**src/eipf_defines.vh**
```
// Constants for the external interrupt pin function block.
// Included by eipf_pin_functions.v; definitions only.
`ifndef EIPF_DEFINES_VH
`define EIPF_DEFINES_VH

// Bit positions in the timer/interrupt control register image
`define EIPF_TCTL_ZERO_EDGE_BIT 0
`define EIPF_TCTL_ONE_EDGE_BIT 2
// Bit position in the clock-output control register image
`define EIPF_CKO_T1_EN_BIT 1
// Reset values
`define EIPF_RST_LOW_OUT_RESET 1'h0
`define EIPF_TOGGLE_RESET 1'h0
`define EIPF_SYNC_RESET 2'h3
`define EIPF_PREV_RESET 1'h1
`define EIPF_PEND_RESET 1'h0
`define EIPF_WAKE_RESET 1'h0
// Grant identifiers, zero first, fourth input last
`define EIPF_GRANT_ZERO 2'h0
`define EIPF_GRANT_ONE 2'h1
`define EIPF_GRANT_FOUR 2'h2
`define EIPF_GRANT_NONE 2'h3
// Edge mode encodings of the edge-select bits
`define EIPF_MODE_FALLING 1'h1
`define EIPF_MODE_BOTH 1'h0

`endif

```
**src/eipf_pin_functions.v**
```verilog
// External interrupt edge detection, reset-low output pin and timer 1 toggle output.
// Assumes pins are synchronous to clk_sys; control register images come from the CPU side.
//
// Function
// RULE1: Fourth input requests on falling edge, lowest priority
// RULE2: Fourth input falling edge wakes from power-down
// RULE3: Zero select set: falling edge only
// RULE4: Zero select clear: both edges request
// RULE5: One select set: falling edge only
// RULE6: One select clear: both edges request
// RULE7: Qualifying zero edge wakes from power-down
// RULE8: Qualifying one edge wakes from power-down
// RULE9: Reset-low pin drives 0 after reset
// RULE10: Software writes 1 before using pin input
// RULE11: Enabled toggle output is timer 1 overflow halved
// RULE12: Synchronise pins, sample-compare edges, sticky pending flags
`timescale 1ns/1ps
`include "eipf_defines.vh"

module eipf_pin_functions (
  input wire clk_sys,
  input wire arst_n,
  input wire ext_irq_zero_pin,
  input wire ext_irq_one_pin,
  input wire ext_irq_four_pin,
  input wire [7:0] timer_irq_control_reg,
  input wire [7:0] clock_output_control_reg,
  input wire power_down,
  input wire ack_zero,
  input wire ack_one,
  input wire ack_four,
  input wire rst_low_out_wr,
  input wire rst_low_out_data,
  input wire timer1_overflow,
  output reg pend_zero,
  output reg pend_one,
  output reg pend_four,
  output wire irq_req_zero,
  output wire irq_req_one,
  output wire irq_req_four,
  output wire [1:0] irq_grant_id,
  output wire irq_any,
  output reg wake_pulse,
  output reg reset_low_output_pin,
  output wire reset_low_output_pin_oe_n,
  output reg timer1_toggle_output
);

  // Overview of the datapath, one stage per clock:
  //   pin -> sync[0] -> sync[1] -> prev
  // An edge is seen when sync[1] and prev differ.
  // The qualified edge sets a sticky pending flag.
  // The same qualified edge gives a wake pulse in power-down.
  //
  // Latency from a pin change to a pending flag is three
  // clocks: two synchroniser stages and the flag register.
  // Pins must hold a level for at least one clock, or the
  // edge may be lost between two samples.
  //
  // Wake detection needs clk_sys running; a design whose
  // clock stops in power-down must add an asynchronous path
  // in front of this block.

  // Edge qualifier: falling always, rising only in both-edge mode
  function edge_hit;
    input [1:0] sync;
    input prev;
    input falling_only;
    begin
      edge_hit = (prev & ~sync[1]) | ((falling_only == `EIPF_MODE_BOTH) & ~prev & sync[1]);
    end
  endfunction

  reg [1:0] sync_zero;
  reg [1:0] sync_one;
  reg [1:0] sync_four;
  reg prev_zero;
  reg prev_one;
  reg prev_four;
  wire irq_zero_edge_select;
  wire irq_one_edge_select;
  wire timer1_toggle_out_enable;
  wire hit_zero;
  wire hit_one;
  wire hit_four;

  assign irq_zero_edge_select = timer_irq_control_reg[`EIPF_TCTL_ZERO_EDGE_BIT];
  assign irq_one_edge_select = timer_irq_control_reg[`EIPF_TCTL_ONE_EDGE_BIT];
  assign timer1_toggle_out_enable = clock_output_control_reg[`EIPF_CKO_T1_EN_BIT];

  // Synchroniser for input zero; reset high so an idle-high pin makes no false edge
  always @(posedge clk_sys or negedge arst_n) begin
    if (!arst_n) begin
      sync_zero <= `EIPF_SYNC_RESET;
    end else begin
      sync_zero <= {sync_zero[0], ext_irq_zero_pin}; // [RULE12]
    end
  end

  // Synchroniser for input one; same reset level as input zero
  always @(posedge clk_sys or negedge arst_n) begin
    if (!arst_n) begin
      sync_one <= `EIPF_SYNC_RESET;
    end else begin
      sync_one <= {sync_one[0], ext_irq_one_pin}; // [RULE12]
    end
  end

  // Synchroniser for input four; a pin held low at release edges once
  always @(posedge clk_sys or negedge arst_n) begin
    if (!arst_n) begin
      sync_four <= `EIPF_SYNC_RESET;
    end else begin
      sync_four <= {sync_four[0], ext_irq_four_pin}; // [RULE12]
    end
  end

  // Previous samples; only the second stage is read, never the first
  always @(posedge clk_sys or negedge arst_n) begin
    if (!arst_n) begin
      prev_zero <= `EIPF_PREV_RESET;
      prev_one <= `EIPF_PREV_RESET;
      prev_four <= `EIPF_PREV_RESET;
    end else begin
      prev_zero <= sync_zero[1]; // [RULE12]
      prev_one <= sync_one[1]; // [RULE12]
      prev_four <= sync_four[1]; // [RULE12]
    end
  end

  // Edge qualification per source mode
  assign hit_zero = edge_hit(sync_zero, prev_zero, irq_zero_edge_select); // [RULE3] [RULE4]
  assign hit_one = edge_hit(sync_one, prev_one, irq_one_edge_select); // [RULE5] [RULE6]
  assign hit_four = edge_hit(sync_four, prev_four, `EIPF_MODE_FALLING); // [RULE1]

  // Pending flag zero; a new edge wins over a same-cycle acknowledge
  // so that an edge arriving during service is never lost
  always @(posedge clk_sys or negedge arst_n) begin
    if (!arst_n) begin
      pend_zero <= `EIPF_PEND_RESET;
    end else begin
      pend_zero <= hit_zero | (pend_zero & ~ack_zero); // [RULE12]
    end
  end

  // Pending flag one; same set-wins policy
  always @(posedge clk_sys or negedge arst_n) begin
    if (!arst_n) begin
      pend_one <= `EIPF_PEND_RESET;
    end else begin
      pend_one <= hit_one | (pend_one & ~ack_one); // [RULE12]
    end
  end

  // Pending flag four; falling edges only reach it
  always @(posedge clk_sys or negedge arst_n) begin
    if (!arst_n) begin
      pend_four <= `EIPF_PEND_RESET;
    end else begin
      pend_four <= hit_four | (pend_four & ~ack_four); // [RULE12] [RULE1]
    end
  end

  // Request outputs are plain copies of the flags
  // Requests stay up until the CPU side acknowledges

  assign irq_req_zero = pend_zero;
  assign irq_req_one = pend_one;
  assign irq_req_four = pend_four;
  assign irq_any = pend_zero | pend_one | pend_four;
  // Fixed order among these three; fourth input always last
  // Limitation: priority against other sources lies outside this block
  assign irq_grant_id = pend_zero ? `EIPF_GRANT_ZERO :
                        (pend_one ? `EIPF_GRANT_ONE :
                        (pend_four ? `EIPF_GRANT_FOUR : `EIPF_GRANT_NONE)); // [RULE1]

  // Wake pulse while powered down; the clock must keep running for detection
  // One pulse per qualifying edge, same cycle as the pending flag rises
  always @(posedge clk_sys or negedge arst_n) begin
    if (!arst_n) begin
      wake_pulse <= `EIPF_WAKE_RESET;
    end else begin
      wake_pulse <= power_down & (hit_zero | hit_one | hit_four); // [RULE2] [RULE7] [RULE8]
    end
  end

  // Reset-low pin: output 0 after reset until software writes its latch
  always @(posedge clk_sys or negedge arst_n) begin
    if (!arst_n) begin
      reset_low_output_pin <= `EIPF_RST_LOW_OUT_RESET; // [RULE9]
    end else if (rst_low_out_wr) begin
      reset_low_output_pin <= rst_low_out_data;
    end
  end
  // Drive only while latch is 0; a 1 releases the pin for input use
  assign reset_low_output_pin_oe_n = reset_low_output_pin; // [RULE10]

  // Toggle per overflow gives half the overflow rate
  // Disabling freezes the pin at its present level rather than forcing it low
  always @(posedge clk_sys or negedge arst_n) begin
    if (!arst_n) begin
      timer1_toggle_output <= `EIPF_TOGGLE_RESET;
    end else if (timer1_toggle_out_enable && timer1_overflow) begin
      timer1_toggle_output <= ~timer1_toggle_output; // [RULE11]
    end
  end

endmodule // eipf_pin_functions

```
**config.mk**
```make
export PLATFORM = sky130hd
export DESIGN_NAME = eipf_pin_functions
export DESIGN_NICKNAME = d
export VERILOG_FILES = /design/src/eipf_pin_functions.v
export VERILOG_INCLUDE_DIRS = /design/src
export SDC_FILE = /design/constraint.sdc
export NUM_CORES = 1
export LEC_CHECK = 0
export BUFFER_PORTS_ARGS = -buffer_cell sky130_fd_sc_hd__buf_2
export CORE_UTILIZATION = 36
export CTS_CLUSTER_DIAMETER = 120
export DETAILED_ROUTE_END_ITERATION = 8
export HOLD_SLACK_MARGIN = 0.03
export PLACE_DENSITY = 0.83
export SYNTH_ARGS = -nofsm -noshare
export SYNTH_HDL_FRONTEND = slang
export SYNTH_SLANG_ARGS = --single-unit
```
**constraint.sdc**
```tcl
create_clock -name clk_sys -period 1.3 [get_ports clk_sys]
set_clock_uncertainty 0.2 [all_clocks]
set_input_delay 0.39 -clock clk_sys [delete_from_list [all_inputs] [get_ports clk_sys]]
set_output_delay 0.39 -clock clk_sys [all_outputs]
set_load 0.005 [all_outputs]
```
# Yosys cells after proc, flatten, opt, wreduce, memory -nomap -nowiden

Index checks and enable logic that the tools add are counted.

Bitwise operators: 31
Reductions and logical operators: 1
Mux-type cells: 3

Operators with widths:

| kind              | count |
|---|---|
| 1-bit AND         | 11 |
| 1-bit NOT         | 11 |
| 1-bit OR          | 9 |
| 2-bit two-way mux | 2 |
| 1-bit logical AND | 1 |
| 1-bit two-way mux | 1 |

Logic and storage cells: 47
Output and inout port bits: 13
Register bits: 15
Bits of input ports: 28

# Logic depth before layout (Yosys ltp)

Depth after elaboration: 7
Gate-level depth with buffers: 3

# Least setup slack after synthesis

No wires, ideal clock.

Path kind: reg-to-output
Start point: reg pend_zero (netlist: irq_req_zero)
End point: out irq_any
Arrival: 0.648 ns
Path slack: 0.062 ns
Cell stages (with the launch flop): 3
Required time: 0.710 ns
Cells stage by stage: dfrtp_1 > nor2_1 > nand2_1

Cells in the longest elaborated chain, start to end: 2

Ends and longest elaborated chain:

| element                  | line                     | text |
|---|---|---|
| start: declaration       | eipf_pin_functions.v:35  | `output reg pend_zero,` |
| start signal: assignment | eipf_pin_functions.v:140 | `` pend_zero <= `EIPF_PEND_RESET; `` |
| start signal: assignment | eipf_pin_functions.v:142 | `pend_zero <= hit_zero \| (pend_zero & ~ack_zero);` |
| 1-bit OR (2 in a row)    | eipf_pin_functions.v:170 | `assign irq_any = pend_zero \| pend_one \| pend_four;` |
| end: declaration         | eipf_pin_functions.v:42  | `output wire irq_any,` |

Every way passes these cells.

# Worst setup path in the final report

Start point: reg pend_one (netlist: irq_req_one)
End point: out irq_grant_id[0]

Cells in the longest elaborated chain, start to end: 2

Ends and longest elaborated chain:

| element                  | line                     | text |
|---|---|---|
| start: declaration       | eipf_pin_functions.v:36  | `output reg pend_one,` |
| start signal: assignment | eipf_pin_functions.v:149 | `` pend_one <= `EIPF_PEND_RESET; `` |
| start signal: assignment | eipf_pin_functions.v:151 | `pend_one <= hit_one \| (pend_one & ~ack_one);` |
| 2-bit two-way mux        | eipf_pin_functions.v:174 | `` (pend_one ? `EIPF_GRANT_ONE : `` |
| 2-bit two-way mux        | eipf_pin_functions.v:173 | `` assign irq_grant_id = pend_zero ? `EIPF_GRANT_ZERO : `` |
| end: declaration         | eipf_pin_functions.v:41  | `output wire [1:0] irq_grant_id,` |

Every way passes these cells.

==> summary.txt <==
Floorplan
  • Core outline area: 1330 µm²
  • Placement Rows: 13
  • # IOs: 41
  • DIE AREA: 1610 µm²
  • Die Y: 40.1 µm
  • Initial Util: around 39%
  • Die X: 40.1 µm

Detailed routing
  • Drt first pass iters: 1
  • Vias per cell: 4.20
  • Vias: 361
  • DRT iter0 DRCs: 0
  • DR WL/cell: 9.37 µm
  • Post-route DRC: 0
  • Final ANT Viol Nets: 0
  • Routed WL: just over 800 µm

Logic synthesis
  • Synth cell types: 13
  • Cell Area, Synth: about 520 µm²
  • Synthesized area per cell: roughly 14 µm²
  • Synthesized flop and latch total: 15
  • Compound-Gate Fraction of Synth Area: between 5 and 6%
  • Syn_nets: 66
  • Mapped Cells: 38
  • Synth Warn #: 0
  • XOR/XNOR Fraction of Synth Area: 1.67%
  • Main combinational cell family by area after synthesis: buffers and inverters
  • Mux contribution to synthesized area: 5.98%
  • Adder-cell share of the synthesized area: 0%
  • Seq/Total Area, Yosys: between 70 and 80%
  • Synth Area in Simple Gates: ~4.8%

Layout
  • Filler cells: ~120
  • Syn-to-layout area delta: 40.7%
  • # nets final: 100
  • Diode count: 0
  • Layout cells sized above 1: between 60% and 70%
  • Commonest cells after routing, fill and taps aside: buf_2, dfstp_2, dfrtp_1
  • Final Non-Filler Cells: 86
  • Most common cell after layout, fill and taps aside: buf_2

Clock tree
  • CTS Buf Count: 3
  • CTS tree: done
  • CTS sink cnt: 15
  • Clock transition at the registers of the reported paths: 0.09 ns
  • Clock Root Buffer: clkbuf_4
  • Worst-Skew Late Latency: 0.28 ns
  • Max Buffers Root-to-Sink: 2
  • H-tree depth reported by CTS: 1

STA
  • Min Hold Slack: between 0.08 and 0.09 ns
  • Final hold violations: 0
  • Worst Max-Slew Pin Slew: 0.307 ns
  • Final Worst Setup Slack: -0.266 ns
  • Pins over their slew limit: 0
  • Min cycle time layout: 1.57 ns
  • Worst slew margin: about four fifths
  • Fin Setup TNS: -2.28 ns
  • RSZ-0062 raised after global routing: true
  • Final setup violating endpoints: 13
  • Final period util: 120%
  • Fmax achieved: 639 MHz

Power and ir drop
  • Leakage Power: 0.374 nW
  • Gate power share: between 15 and 20%
  • Switching fraction of total power: a little under a quarter
  • Maximum vdd drop: 479 µV
  • Clock network power share: 26.4%
  • Psw: 0.224 mW
  • P_int: 0.727 mW
  • Flop pwr share: 58.0%
  • Power Density: 1290 nW/µm²

Critical path
  • Worst path top cell family by delay: flip-flops
  • Worst Path Class, Setup: flip-flop to primary output
  • Worst setup SP type: flip-flop
  • CP endpoint kind: primary output
  • Max incr delay on CP: 0.39 ns
  • Critical Path Fanout Max: 3
  • Worst path slowest cell: dfrtp_1
  • Buf/Inv on CP: 2
  • Critical Path AT: 0.98 ns
  • CP required: 0.71 ns
  • Crit-path cells: inv_1 > a21oi_2 > buf_2

GRT
  • GRT Total Usage: 10.9%
  • First-pass GRT wire length: 1.07 mm
  • Largest net degree at the start of global routing: 16
  • GR Overflow Total: 0
  • Initial antenna violation count: 0
  • Vias in the first global route: approximately 280

Outcome
  • Status: finished with violations
  • Failing checks: setup timing

Placement
  • GP Congestion: 0.525
  • Port-buffer cells: 27
  • Inst Count DP: between 70 and 80
  • Hpwl dp: 579 µm

Min path
  • Hold Path Class: input port to flip-flop

Flow run
  • Max cap viols: 0
==> state kept, by name, summed over array words and instances (netlist names) <==
signal / count
irq_req_four: 1
irq_req_one: 1
irq_req_zero: 1
prev_four: 1
prev_one: 1
prev_zero: 1
reset_low_output_pin: 1
sync_four: 2
sync_one: 2
sync_zero: 2
timer1_toggle_output: 1
wake_pulse: 1
==> routing by layer <==
layer | vias to the layer above | track usage (%) | routed length (µm)
met5 | - | 0 | 0
met4 | 0 | 7.76 | 0
met3 | 0 | 3.89 | 87
met2 | 25 | 17.3 | 372
met1 | 153 | 11.8 | 347
li1 | 183 | - | -
==> worst reg2reg max path: stages (launching register included) <==
cell and delay [ns]:
dfstp_2 0.55, mux2i_1 0.24, o21ai_0 0.12
==> path summary, 6_finish.rpt <==
check	start	to	slack (ns)	cells past startpoint
worst min-delay path	ack_one	irq_req_one$_DFF_PN0_	0.08	2
worst max-delay path	irq_req_one$_DFF_PN0_	irq_grant_id[0]	-0.27	3
worst min register to register	sync_zero[0]$_DFF_PN1_	sync_zero[1]$_DFF_PN1_	0.16	0
worst max register to register	sync_one[1]$_DFF_PN1_	irq_req_one$_DFF_PN0_	0.07	2
min in group asynchronous	arst_n	reset_low_output_pin$_DFFE_PN0P_	0.32	2
max in group asynchronous	arst_n	sync_zero[0]$_DFF_PN1_	0.29	2
==> cell families after synthesis <==
kind of cell    after synthesis
simple gates                  6
mux                           3
flops                        15
compound gates                5
xor+xnor                      1
buf+inv                       8
==> Yosys cell counts (all sizes together) <==
master,number,area share (%)
a31oi,1,1.2
nor2,3,2.2
o21ai,3,2.9
a21oi,1,0.96
dfstp,9,45
mux2,1,2.2
nand2b,1,1.2
dfrtp,6,29
buf,4,5.7
xnor2,1,1.7
nand2,2,1.4
inv,4,2.9
mux2i,2,3.8
==> stage by stage <==
| step | power [mW] | instance area [µm²] | util, % | setup slack (ns) |
|---|---|---|---|---|
| after floorplan | 0.621 | 523 | - | 0.0617 |
| after global placement | 0.688 | 654 | 49.1 | 0.0335 |
| after detailed placement | 0.692 | 654 | 49.1 | 0.0162 |
| after CTS | 0.962 | 722 | 54.1 | -0.302 |
| after global routing | 1.02 | 736 | 55.2 | -0.372 |
| final | 0.951 | 736 | 55.2 | -0.266 |
==> power by group through the flow <==
stage / clock network, mW / logic (mW) / registers (mW)
global placement: 0 / 0.132 / 0.556
global route: 0.288 / 0.171 / 0.562
CTS: 0.268 / 0.143 / 0.551
finish: 0.251 / 0.148 / 0.552
detailed placement: 0 / 0.135 / 0.557
floorplan: 0 / 0.0593 / 0.561
==> repair_timing <==
| action | CTS | global route |
|---|---|---|
| hold buffers | 4 | 0 |
| resized for setup | 0 | 2 |
| hold endpoints to repair | 9 | 0 |
| endpoints found under the setup margin | 13 | 13 |
| pin swaps | 2 | 0 |
| buffers inserted | 0 | 1 |
==> area by class of cell <==
| cell class | count | area [µm²] | area share (%) |
|---|---|---|---|
| sequential | 15 | 387 | 52.6 |
| timing repair buffer | 33 | 190 | 25.9 |
| clock buffer | 3 | 22.5 | 3.06 |
| inverter | 4 | 15.0 | 2.04 |
| clock inverter | 1 | 5.00 | 0.680 |
| tap | 15 | 18.8 | 2.55 |
| multi-input combinational | 15 | 97.6 | 13.3 |
Note: power is estimated with default switching activity, not from simulation.
